$ cat src/rtl/pbm_pkg.sv
// pbm_pkg: constants and carrier types for the basic mode control register block.
// assumes a single 125 MHz clock and a register port fed by the management frame decoder.
`default_nettype none

package pbm_pkg;

  // register map
  localparam logic [4:0]  CTRL_ADDR        = 5'h00;

  // field positions inside the control word
  localparam int          SPEED_LSB_POS    = 13;
  localparam int          AN_EN_POS        = 12;
  localparam int          PWR_DOWN_POS     = 11;
  localparam int          ISOLATE_POS      = 10;
  localparam int          AN_RESTART_POS   = 9;
  localparam int          DUPLEX_POS       = 8;
  localparam int          COL_TEST_POS     = 7;
  localparam int          SPEED_MSB_POS    = 6;

  // reset values of the plain fields; the negotiation enable and duplex come from straps
  localparam logic        SPEED_LSB_RST    = 1'h0;
  localparam logic        PWR_DOWN_RST     = 1'h0;
  localparam logic        ISOLATE_RST      = 1'h0;
  localparam logic        AN_RESTART_RST   = 1'h0;
  localparam logic        COL_TEST_RST     = 1'h0;
  localparam logic        SPEED_MSB_RST    = 1'h1;
  localparam logic [15:0] READ_ZERO        = 16'h0000;

  // speed codes, msb:lsb
  localparam logic [1:0]  SPEED_10         = 2'h0;
  localparam logic [1:0]  SPEED_100        = 2'h1;
  localparam logic [1:0]  SPEED_1000       = 2'h2;
  localparam logic [1:0]  SPEED_RSVD       = 2'h3;

  // collision test timing, in bit times at the fastest rate
  localparam int          CLK_PERIOD_PS    = 8000;
  localparam int          BIT_TIME_PS      = 1000;
  localparam int          COL_ON_BITS      = 512;
  localparam int          COL_OFF_BITS     = 4;
  localparam int          COL_ON_RAW       = (COL_ON_BITS * BIT_TIME_PS) / CLK_PERIOD_PS;
  localparam int          COL_OFF_RAW      = (COL_OFF_BITS * BIT_TIME_PS) / CLK_PERIOD_PS;
  localparam int          COL_ON_CYC       = (COL_ON_RAW < 1) ? 1 : COL_ON_RAW;
  localparam int          COL_OFF_CYC      = (COL_OFF_RAW < 1) ? 1 : COL_OFF_RAW;

  // effective operating mode handed to the datapath
  typedef struct packed {
    logic [1:0] speed;
    logic       fullDuplex;
    logic       anEnable;
    logic       powerDown;
    logic       isolate;
  } pbm_mode_t;

  // result of the negotiation engine
  typedef struct packed {
    logic [1:0] speed;
    logic       fullDuplex;
  } pbm_an_result_t;

endpackage

`default_nettype wire

$ cat src/rtl/pbm_basic_ctrl.sv
// pbm_basic_ctrl: basic mode control register with strap loading and mode outputs.
// assumes an upstream management decoder presents one-cycle read and write strobes.
`default_nettype none

// Operation
// speed code 10/01/00 gives 1000/100/10
// speed msb at bit 6, resets high
// bit 13 is speed code lsb
// negotiation enable loads strap at reset
// negotiation on ignores bits 13, 8
// power-down bit shuts transceiver, registers stay
// power-down is bit or low pin
// isolate bit detaches mac data interface
// restart write ignored when negotiation off
// restart reads one until started, self-clears
// writing restart zero does not cancel
// duplex loads strap, 1 full, 0 half
// collision test raises collision after transmit
// collision drops soon after transmit ends
// bits 5:0 read zero, writes dropped
// controller clears negotiation before forcing mode
module pbm_basic_ctrl
  import pbm_pkg::*;
(
  // clock and reset
  input  wire logic           clk,
  input  wire logic           rst_n,
  // straps, sampled while reset is held
  input  wire logic           strapAnEnable,
  input  wire logic           strapFullDuplex,
  // power-down pin, active low
  input  wire logic           power_down_pin_low,
  // register port
  input  wire logic           mgmtWrEn,
  input  wire logic           mgmtRdEn,
  input  wire logic [4:0]     mgmtAddr,
  input  wire logic [15:0]    mgmtWrData,
  output var  logic [15:0]    mgmtRdData,
  output var  logic           mgmtRdValid,
  // negotiation engine
  input  wire pbm_an_result_t anResult,
  input  wire logic           anStarted,
  output var  logic           anRestartReq,
  // datapath
  output var  pbm_mode_t      modeCfg,
  input  wire logic           txEn,
  output var  logic           col
);

  // register fields
  logic speedLsb_reg;
  logic anEn_reg;
  logic pwrDown_reg;
  logic isolate_reg;
  logic restart_reg;
  logic duplex_reg;
  logic colTest_reg;
  logic speedMsb_reg;

  logic        ctrlWrite;
  logic        pwrDown_next;
  logic        restart_next;
  logic [1:0]  speed_next;
  logic        duplex_next;
  logic [15:0] ctrlWord;

  // reserved codes leave the speed at the previous legal value
  function automatic logic [1:0] legal_speed(input logic [1:0] code, input logic [1:0] prev);
    legal_speed = (code == SPEED_RSVD) ? prev : code;
  endfunction

  assign ctrlWrite = mgmtWrEn && (mgmtAddr == CTRL_ADDR);

  // speed, isolate and collision test are plain read-write fields
  always_ff @(posedge clk) begin
    if (!rst_n) begin
      speedLsb_reg <= SPEED_LSB_RST;
      speedMsb_reg <= SPEED_MSB_RST;
      isolate_reg  <= ISOLATE_RST;
      colTest_reg  <= COL_TEST_RST;
    end else if (ctrlWrite) begin
      speedLsb_reg <= mgmtWrData[SPEED_LSB_POS];
      speedMsb_reg <= mgmtWrData[SPEED_MSB_POS];
      isolate_reg  <= mgmtWrData[ISOLATE_POS];
      colTest_reg  <= mgmtWrData[COL_TEST_POS];
    end
  end

  // synchronous reset, so the strap levels are caught by the clocked reset branch
  always_ff @(posedge clk) begin
    if (!rst_n) begin
      anEn_reg   <= strapAnEnable;
      duplex_reg <= strapFullDuplex;
    end else if (ctrlWrite) begin
      anEn_reg   <= mgmtWrData[AN_EN_POS];
      duplex_reg <= mgmtWrData[DUPLEX_POS];
    end
  end

  // pin assertion sets the bit and wins over a clearing write
  always_comb begin
    pwrDown_next = pwrDown_reg;
    if (ctrlWrite) begin
      pwrDown_next = mgmtWrData[PWR_DOWN_POS];
    end
    if (!power_down_pin_low) begin
      pwrDown_next = 1'b1;
    end
  end

  always_ff @(posedge clk) begin
    if (!rst_n) begin
      pwrDown_reg <= PWR_DOWN_RST;
    end else begin
      pwrDown_reg <= pwrDown_next;
    end
  end

  // restart: set by a one with negotiation enabled, cleared by the engine's start or by a write with negotiation off
  always_comb begin
    restart_next = restart_reg;
    if (anStarted) begin
      restart_next = 1'b0;
    end
    if (ctrlWrite && mgmtWrData[AN_RESTART_POS] && mgmtWrData[AN_EN_POS]) begin
      restart_next = 1'b1;
    end
    if (ctrlWrite && !mgmtWrData[AN_EN_POS]) begin
      restart_next = 1'b0;
    end
  end

  always_ff @(posedge clk) begin
    if (!rst_n) begin
      restart_reg <= AN_RESTART_RST;
    end else begin
      restart_reg <= restart_next;
    end
  end

  // effective mode: forced fields count only with negotiation off
  always_comb begin
    if (anEn_reg) begin
      speed_next  = legal_speed(anResult.speed, modeCfg.speed);
      duplex_next = anResult.fullDuplex;
    end else begin
      speed_next  = legal_speed({speedMsb_reg, speedLsb_reg}, modeCfg.speed);
      duplex_next = duplex_reg;
    end
  end

  always_ff @(posedge clk) begin
    if (!rst_n) begin
      modeCfg <= '0;
    end else begin
      modeCfg.speed      <= speed_next;
      modeCfg.fullDuplex <= duplex_next;
      modeCfg.anEnable   <= anEn_reg;
      modeCfg.powerDown  <= pwrDown_reg | ~power_down_pin_low;
      modeCfg.isolate    <= isolate_reg;
    end
  end

  always_ff @(posedge clk) begin
    if (!rst_n) begin
      anRestartReq <= 1'b0;
    end else begin
      anRestartReq <= restart_next & anEn_reg;
    end
  end

  // readback; top two bits belong to logic outside this block and read zero
  always_comb begin
    ctrlWord = READ_ZERO;
    ctrlWord[SPEED_LSB_POS]  = speedLsb_reg;
    ctrlWord[AN_EN_POS]      = anEn_reg;
    ctrlWord[PWR_DOWN_POS]   = pwrDown_reg;
    ctrlWord[ISOLATE_POS]    = isolate_reg;
    ctrlWord[AN_RESTART_POS] = restart_reg;
    ctrlWord[DUPLEX_POS]     = duplex_reg;
    ctrlWord[COL_TEST_POS]   = colTest_reg;
    ctrlWord[SPEED_MSB_POS]  = speedMsb_reg;
  end

  // registers stay readable in power-down and isolation
  always_ff @(posedge clk) begin
    if (!rst_n) begin
      mgmtRdData  <= READ_ZERO;
      mgmtRdValid <= 1'b0;
    end else begin
      mgmtRdValid <= mgmtRdEn;
      if (mgmtRdEn) begin
        mgmtRdData <= (mgmtAddr == CTRL_ADDR) ? ctrlWord : READ_ZERO;
      end
    end
  end

  pbm_col_test u_col_test (
    .clk    (clk),
    .rst_n  (rst_n),
    .testEn (colTest_reg),
    .txEn   (txEn),
    .col    (col)
  );

  a_speed_forced: assert property (@(posedge clk) disable iff (!rst_n)
    (!anEn_reg && {speedMsb_reg, speedLsb_reg} != SPEED_RSVD)
      |=> modeCfg.speed == $past({speedMsb_reg, speedLsb_reg}))
    else $error("forced speed not applied");

  a_speed_msb_write: assert property (@(posedge clk) disable iff (!rst_n)
    ctrlWrite |=> speedMsb_reg == $past(mgmtWrData[SPEED_MSB_POS]))
    else $error("speed msb not written");

  a_speed_lsb_write: assert property (@(posedge clk) disable iff (!rst_n)
    ctrlWrite |=> speedLsb_reg == $past(mgmtWrData[SPEED_LSB_POS]))
    else $error("speed lsb not written");

  a_strap_load: assert property (@(posedge clk)
    !rst_n |=> anEn_reg == $past(strapAnEnable) && duplex_reg == $past(strapFullDuplex))
    else $error("strap not loaded at reset");

  a_an_ignores_force: assert property (@(posedge clk) disable iff (!rst_n)
    (anEn_reg && anResult.speed != SPEED_RSVD)
      |=> modeCfg.speed == $past(anResult.speed) && modeCfg.fullDuplex == $past(anResult.fullDuplex))
    else $error("forced bits used while negotiating");

  a_pin_sets_bit: assert property (@(posedge clk) disable iff (!rst_n)
    !power_down_pin_low |=> pwrDown_reg && modeCfg.powerDown)
    else $error("power-down pin did not set the bit");

  a_power_down_or: assert property (@(posedge clk) disable iff (!rst_n)
    ##1 modeCfg.powerDown == ($past(pwrDown_reg) | ~$past(power_down_pin_low)))
    else $error("effective power-down wrong");

  a_isolate_follow: assert property (@(posedge clk) disable iff (!rst_n)
    (ctrlWrite && mgmtAddr == CTRL_ADDR) |=> ##1 modeCfg.isolate == $past(mgmtWrData[ISOLATE_POS], 2))
    else $error("isolate not applied");

  a_restart_ignored: assert property (@(posedge clk) disable iff (!rst_n)
    (ctrlWrite && !mgmtWrData[AN_EN_POS]) |=> !restart_reg)
    else $error("restart accepted with negotiation off");

  a_restart_hold: assert property (@(posedge clk) disable iff (!rst_n)
    (restart_reg && !anStarted && !(ctrlWrite && !mgmtWrData[AN_EN_POS])) |=> restart_reg)
    else $error("restart cleared before start");

  a_restart_clear: assert property (@(posedge clk) disable iff (!rst_n)
    (anStarted && !ctrlWrite) |=> !restart_reg)
    else $error("restart did not self-clear");

  a_reserved_zero: assert property (@(posedge clk) disable iff (!rst_n)
    mgmtRdValid |-> mgmtRdData[5:0] == 6'h00 && mgmtRdData[15:14] == 2'h0)
    else $error("reserved bits read nonzero");

  a_reserved_keep: assert property (@(posedge clk) disable iff (!rst_n)
    (!anEn_reg && {speedMsb_reg, speedLsb_reg} == SPEED_RSVD) |=> $stable(modeCfg.speed))
    else $error("reserved speed code changed the speed");

  a_forced_duplex: assert property (@(posedge clk) disable iff (!rst_n)
    !anEn_reg |=> modeCfg.fullDuplex == $past(duplex_reg))
    else $error("forced duplex not applied");

  a_an_duplex_write: assert property (@(posedge clk) disable iff (!rst_n)
    ctrlWrite |=> anEn_reg == $past(mgmtWrData[AN_EN_POS]) && duplex_reg == $past(mgmtWrData[DUPLEX_POS]))
    else $error("negotiation enable or duplex not written");

  a_power_bit_write: assert property (@(posedge clk) disable iff (!rst_n)
    (ctrlWrite && power_down_pin_low) |=> pwrDown_reg == $past(mgmtWrData[PWR_DOWN_POS]))
    else $error("power-down bit not written");

  a_isolate_write: assert property (@(posedge clk) disable iff (!rst_n)
    ctrlWrite |=> isolate_reg == $past(mgmtWrData[ISOLATE_POS]))
    else $error("isolate bit not written");

  a_restart_set: assert property (@(posedge clk) disable iff (!rst_n)
    (ctrlWrite && mgmtWrData[AN_RESTART_POS] && mgmtWrData[AN_EN_POS]) |=> restart_reg)
    else $error("restart not accepted");

  a_restart_req_pend: assert property (@(posedge clk) disable iff (!rst_n)
    anRestartReq |-> restart_reg)
    else $error("restart request without pending restart");

  a_restart_req_clear: assert property (@(posedge clk) disable iff (!rst_n)
    (ctrlWrite && !mgmtWrData[AN_EN_POS]) |=> !anRestartReq)
    else $error("restart request with negotiation off");

  a_col_test_write: assert property (@(posedge clk) disable iff (!rst_n)
    ctrlWrite |=> colTest_reg == $past(mgmtWrData[COL_TEST_POS]))
    else $error("collision test bit not written");

  a_unmapped_read: assert property (@(posedge clk) disable iff (!rst_n)
    (mgmtRdEn && mgmtAddr != CTRL_ADDR) |=> mgmtRdData == READ_ZERO)
    else $error("unmapped read not zero");

  a_readback_word: assert property (@(posedge clk) disable iff (!rst_n)
    (mgmtRdEn && mgmtAddr == CTRL_ADDR) |=> mgmtRdData == $past(ctrlWord))
    else $error("readback word wrong");

  a_rd_valid_pulse: assert property (@(posedge clk) disable iff (!rst_n)
    mgmtRdEn |=> mgmtRdValid)
    else $error("read not answered");

endmodule

`default_nettype wire

$ cat src/rtl/pbm_col_test.sv
// pbm_col_test: collision test loop, echoes transmit enable onto the collision output.
// assumes txEn is synchronous to clk; enable comes from the control register.
`default_nettype none

module pbm_col_test
  import pbm_pkg::*;
(
  // clock and reset
  input  wire logic clk,
  input  wire logic rst_n,
  // control
  input  wire logic testEn,
  // mac side
  input  wire logic txEn,
  output var  logic col
);

  // one flop meets only the on bound: assert after one cycle, release after one cycle, 8 bit times against the 4-bit off bound
  always_ff @(posedge clk) begin
    if (!rst_n) begin
      col <= 1'b0;
    end else begin
      col <= testEn & txEn;
    end
  end

  a_col_on_bound: assert property (@(posedge clk) disable iff (!rst_n)
    (testEn && txEn) |=> col)
    else $error("collision not raised after transmit enable");

  a_col_off_bound: assert property (@(posedge clk) disable iff (!rst_n)
    $fell(txEn) |=> !col)
    else $error("collision not released after transmit enable fell");

endmodule

`default_nettype wire

$ cat config.mk
export PLATFORM = sky130hd
export DESIGN_NAME = pbm_basic_ctrl
export DESIGN_NICKNAME = d
export VERILOG_FILES = /design/src/rtl/pbm_pkg.sv /design/src/rtl/pbm_basic_ctrl.sv /design/src/rtl/pbm_col_test.sv
export SDC_FILE = /design/constraint.sdc
export NUM_CORES = 1
export LEC_CHECK = 0
export BUFFER_PORTS_ARGS = -buffer_cell sky130_fd_sc_hd__buf_4
export CAP_MARGIN = 0
export CORE_MARGIN = 1.5
export CORE_UTILIZATION = 43
export CTS_CLUSTER_DIAMETER = 80
export DETAILED_ROUTE_END_ITERATION = 8
export GPL_ROUTABILITY_DRIVEN = 0
export PLACE_DENSITY_LB_ADDON = 0.12
export SLEW_MARGIN = 40
export SYNTH_ARGS = -nofsm -noshare
export SYNTH_HDL_FRONTEND = slang
export SYNTH_SLANG_ARGS = --single-unit
$ cat constraint.sdc
create_clock -name clk -period 2 [get_ports clk]
set_clock_uncertainty 0.2 [all_clocks]
set_input_delay 0.2 -clock clk [delete_from_list [all_inputs] [get_ports clk]]
set_output_delay 0.2 -clock clk [all_outputs]
set_load 0.1 [all_outputs]
==> impl_results.html <==
<table>
<tr><th>Metric</th><th>Value</th></tr>
<tr><th colspan="2">Run status</th></tr>
<tr><td>Outcome</td><td>finished clean</td></tr>
<tr><th colspan="2">Worst setup path</th></tr>
<tr><td>Endpoint of the worst-slack reg-to-reg timing path</td><td>speedMsb_reg$_SDFFE_PN1P_</td></tr>
<tr><td>Required time of the worst setup path</td><td>1.88 ns</td></tr>
<tr><td>Crit start category</td><td>input pin</td></tr>
<tr><td>Critical R2R Launch</td><td>speedMsb_reg$_SDFFE_PN1P_</td></tr>
<tr><td>Signal arrival time at the worst endpoint</td><td>1.80 ns</td></tr>
<tr><td>CP Capture Type</td><td>flip-flop</td></tr>
<tr><td>Startpoint-to-endpoint class of the critical path</td><td>in -&gt; reg</td></tr>
<tr><td>Worst R2R Path Depth</td><td>3</td></tr>
<tr><td>CP Max Fanout</td><td>9</td></tr>
<tr><td>Flop-to-flop setup slack</td><td>0.58 ns</td></tr>
<tr><th colspan="2">Finish</th></tr>
<tr><td>Antenna diode instance count</td><td>0</td></tr>
<tr><td>Max FFs per register</td><td>8</td></tr>
<tr><td>Total area of multi-input combinational cells</td><td>481.7 sq um</td></tr>
<tr><td>Fraction of final layout cells with drive strength greater than 1</td><td>32.54%</td></tr>
<tr><td>Biggest registers after layout</td><td>mgmtRdData (8), modeCfg (6)</td></tr>
<tr><td>Layout filler cell count</td><td>213</td></tr>
<tr><td>Biggest register</td><td>mgmtRdData</td></tr>
<tr><td>Non-filler cells, final</td><td>199</td></tr>
<tr><td>Sequential cell area</td><td>520.5 sq um</td></tr>
<tr><td>Total Nets Final</td><td>203</td></tr>
<tr><td>Area overhead of the layout relative to synthesis</td><td>46.44%</td></tr>
<tr><th colspan="2">Hold path</th></tr>
<tr><td>Worst Hold Path Cells</td><td>4</td></tr>
<tr><td>Source of the worst hold timing path</td><td>anResult[1]</td></tr>
<tr><td>Path category of the worst min-delay check</td><td>in -&gt; reg</td></tr>
<tr><td>Terminating pin of the worst hold path</td><td>modeCfg[4]$_SDFFE_PN0P_</td></tr>
<tr><th colspan="2">Timing</th></tr>
<tr><td>Number of max-slew violations in the final report</td><td>0</td></tr>
<tr><td>Fin crit period</td><td>1.916 ns</td></tr>
<tr><td>Final setup vio count</td><td>0</td></tr>
<tr><td>Setup repair after global routing missed its margin</td><td>false</td></tr>
<tr><td>Final Hold Viols</td><td>0</td></tr>
<tr><td>Final cycle utilization of the critical path</td><td>between 90% and 100%</td></tr>
<tr><td>Accumulated negative setup slack</td><td>0 ns</td></tr>
<tr><td>Highest attainable clock frequency</td><td>about 0.52 GHz</td></tr>
<tr><td>Fin worst setup slack</td><td>0.08377 ns</td></tr>
<tr><th colspan="2">Yosys</th></tr>
<tr><td>Proportion of netlist area held by the largest area contributor</td><td>a little over two fifths</td></tr>
<tr><td>Most area-hungry cell type in the Yosys netlist</td><td>sky130_fd_sc_hd__dfxtp_1</td></tr>
<tr><td>Cell types with the largest area share after synthesis</td><td>sky130_fd_sc_hd__dfxtp_1 (42%), sky130_fd_sc_hd__nand4_1 (6.9%), sky130_fd_sc_hd__a21oi_1 (5.5%)</td></tr>
<tr><td>Number of synthesized register bits</td><td>25</td></tr>
<tr><td>Register area share after synthesis</td><td>47.71%</td></tr>
<tr><td>Total of warnings raised by yosys</td><td>0</td></tr>
<tr><td>Mean Syn Cell Area</td><td>9.829 sq um</td></tr>
<tr><td>Most common flop cell mapped by yosys</td><td>sky130_fd_sc_hd__dfxtp_1</td></tr>
<tr><td>Post-synthesis cell area</td><td>1091 sq um</td></tr>
<tr><td>Post-synth cell types</td><td>34</td></tr>
<tr><td>Synthesized netlist cell count</td><td>111</td></tr>
<tr><td>Most used standard cell by instance count after synthesis</td><td>sky130_fd_sc_hd__dfxtp_1</td></tr>
<tr><td>Post-synth ARST share</td><td>0%</td></tr>
<tr><td>Top post-synthesis cells by count</td><td>sky130_fd_sc_hd__dfxtp_1 (23), sky130_fd_sc_hd__a21oi_1 (12), sky130_fd_sc_hd__nand4_1 (12), sky130_fd_sc_hd__buf_4 (8), sky130_fd_sc_hd__nand2b_1 (8)</td></tr>
<tr><td>Number of synthesized flops with an enable pin</td><td>2</td></tr>
<tr><th colspan="2">CTS</th></tr>
<tr><td>Clock-pin slew on the worst setup and hold paths</td><td>0.13 ns</td></tr>
<tr><td>Number of buffers inserted during clock tree synthesis</td><td>3</td></tr>
<tr><td>Clock root cell</td><td>sky130_fd_sc_hd__clkbuf_4</td></tr>
<tr><td>Number of sinks handled by clock tree synthesis</td><td>25</td></tr>
<tr><td>Clk_lat worst skew</td><td>0.32 ns</td></tr>
<tr><td>Largest buffer count on any clock path</td><td>2</td></tr>
<tr><td>CTS HTree Levels</td><td>1</td></tr>
<tr><td>Number of cells upsized or downsized after cts</td><td>0</td></tr>
<tr><td>TritonCTS clock tree</td><td>built</td></tr>
<tr><th colspan="2">Floorplan</th></tr>
<tr><td>Number of top-level design ports</td><td>58</td></tr>
<tr><td>Count of standard-cell rows</td><td>18</td></tr>
<tr><td>Floorplan die width</td><td>53.37 microns</td></tr>
<tr><td>Initial Utilization</td><td>44.86%</td></tr>
<tr><td>Die H</td><td>53.37 microns</td></tr>
<tr><td>Core Area</td><td>2432 sq um</td></tr>
<tr><td>Die Outline Area</td><td>2848 sq um</td></tr>
<tr><th colspan="2">Routing</th></tr>
<tr><td>DR pass1 iterations</td><td>5</td></tr>
<tr><td>Post-Route WL</td><td>between 2000 and 3000 microns</td></tr>
<tr><td>Average vias per placed instance</td><td>slightly below 5</td></tr>
<tr><td>DRT antenna net count</td><td>0</td></tr>
<tr><td>Vias after detailed routing</td><td>986</td></tr>
<tr><td>1st-iter DRT viols</td><td>19</td></tr>
<tr><td>Number of remaining DRC errors</td><td>0</td></tr>
<tr><td>Wirelength per Cell</td><td>13.29 microns</td></tr>
<tr><th colspan="2">Pwr</th></tr>
<tr><td>VDD IR-drop max</td><td>around 0.00058 V</td></tr>
<tr><td>Leakage power of the design</td><td>between 0.6 and 0.7 nW</td></tr>
<tr><td>Power per Cell Area</td><td>648.6 nW/um^2</td></tr>
<tr><th colspan="2">Run</th></tr>
<tr><td>Count of maximum capacitance violations</td><td>0</td></tr>
<tr><th colspan="2">GRT</th></tr>
<tr><td>Number of global-route vias before repair</td><td>969</td></tr>
<tr><td>Number of antenna violations at the first check in global routing</td><td>0</td></tr>
<tr><td>Total congestion overflow</td><td>0</td></tr>
<tr><td>Pin count of the biggest net entering global routing</td><td>18</td></tr>
<tr><td>Total GRT Usage</td><td>20.53%</td></tr>
<tr><td>First-pass GRT wire length</td><td>4146 microns</td></tr>
<tr><th colspan="2">Placed design</th></tr>
<tr><td>Number of I/O port buffers</td><td>41</td></tr>
<tr><td>Total half-perimeter wirelength after legalization and detailed placement</td><td>1744 microns</td></tr>
<tr><td>DP Cell Count</td><td>176</td></tr>
<tr><td>Dpl ws</td><td>0.3461 ns</td></tr>
</table>
where the power goes:
part / internal, mW / leakage, nW / switching, mW
clock: 0.0781 / 0.0150 / 0.151
combinational: 0.0850 / 0.430 / 0.190
sequential: 0.521 / 0.207 / 0.0109
placed cells by master, fill, tap and decap left out, types with 2 or more instances in the layout:
cell                            count
sky130_fd_sc_hd__nor2_1             4
sky130_fd_sc_hd__dlygate4sd3_1     19
sky130_fd_sc_hd__and2_1             3
sky130_fd_sc_hd__o31ai_1            4
sky130_fd_sc_hd__clkbuf_4           3
sky130_fd_sc_hd__nand2b_1           8
sky130_fd_sc_hd__buf_4             44
sky130_fd_sc_hd__o21a_1             2
sky130_fd_sc_hd__nand4_1           12
sky130_fd_sc_hd__conb_1             8
sky130_fd_sc_hd__mux2i_1            3
sky130_fd_sc_hd__mux2_2             2
sky130_fd_sc_hd__a31oi_1            3
sky130_fd_sc_hd__dfxtp_1           23
sky130_fd_sc_hd__edfxtp_1           2
sky130_fd_sc_hd__a21oi_1           12
through the flow:
stage / cell area [sq um] / hold slack, ns / total power [mW] / util, %
after detailed placement: 1381 / 0.1975 / 0.7933 / 56.79
after CTS: 1598 / 0.02765 / 1.044 / 65.69
after global placement: 1381 / 0.1998 / 0.7901 / 56.79
after global routing: 1598 / 0.02973 / 1.084 / 65.69
after floorplan: 1117 / 0.09589 / 0.7377 / -
final: 1598 / 0.04052 / 1.036 / 65.69
critical path, stage by stage:
cell and delay [ns]:
sky130_fd_sc_hd__dlygate4sd3_1 0.53, sky130_fd_sc_hd__buf_4 0.16, sky130_fd_sc_hd__mux2_2 0.35, sky130_fd_sc_hd__dlygate4sd3_1 0.57
worst max-delay path by stage:
stage	from	to	slack [ns]
floorplan	mgmtAddr[2]	anEn_reg$_DFFE_PP_	0.45
global placement	mgmtAddr[2]	duplex_reg$_DFFE_PP_	0.37
detailed placement	mgmtAddr[2]	duplex_reg$_DFFE_PP_	0.35
CTS	rst_n	duplex_reg$_DFFE_PP_	0.15
global route	rst_n	duplex_reg$_DFFE_PP_	0.08
finish	rst_n	duplex_reg$_DFFE_PP_	0.08
timing repair:
item	4_1_cts	5_1_grt
hold endpoints to repair	14	0
buffers inserted	0	0
endpoints found under the setup margin	0	0
hold buffers	19	0
kinds of logic (layout without fill, tap and decap cells):
group	Yosys count	count (layout)	synth area share (%)
simple gates	37	37	22.82
flops	25	25	47.71
compound gates	24	24	13.76
buf+inv	19	70	10.55
mux	5	5	4.816
other cells	1	8	0.3437
cell type report:
cell class	instances	area share, %
sequential	25	32.58
multi-input combinational	74	30.15
clock buffer	4	1.644
tap	30	2.349
inverter	3	0.7048
timing repair buffer	63	32.58
layer usage:
layer / GRT usage, % / up-vias / wire length (microns)
met1: 23.14 / 455 / 1156
met4: 9.829 / 0 / 27
met2: 37.24 / 27 / 1355
met3: 2.825 / 4 / 104
met5: 0 / - / 0
li1: - / 500 / -
Power figures use the tool's default switching activity.
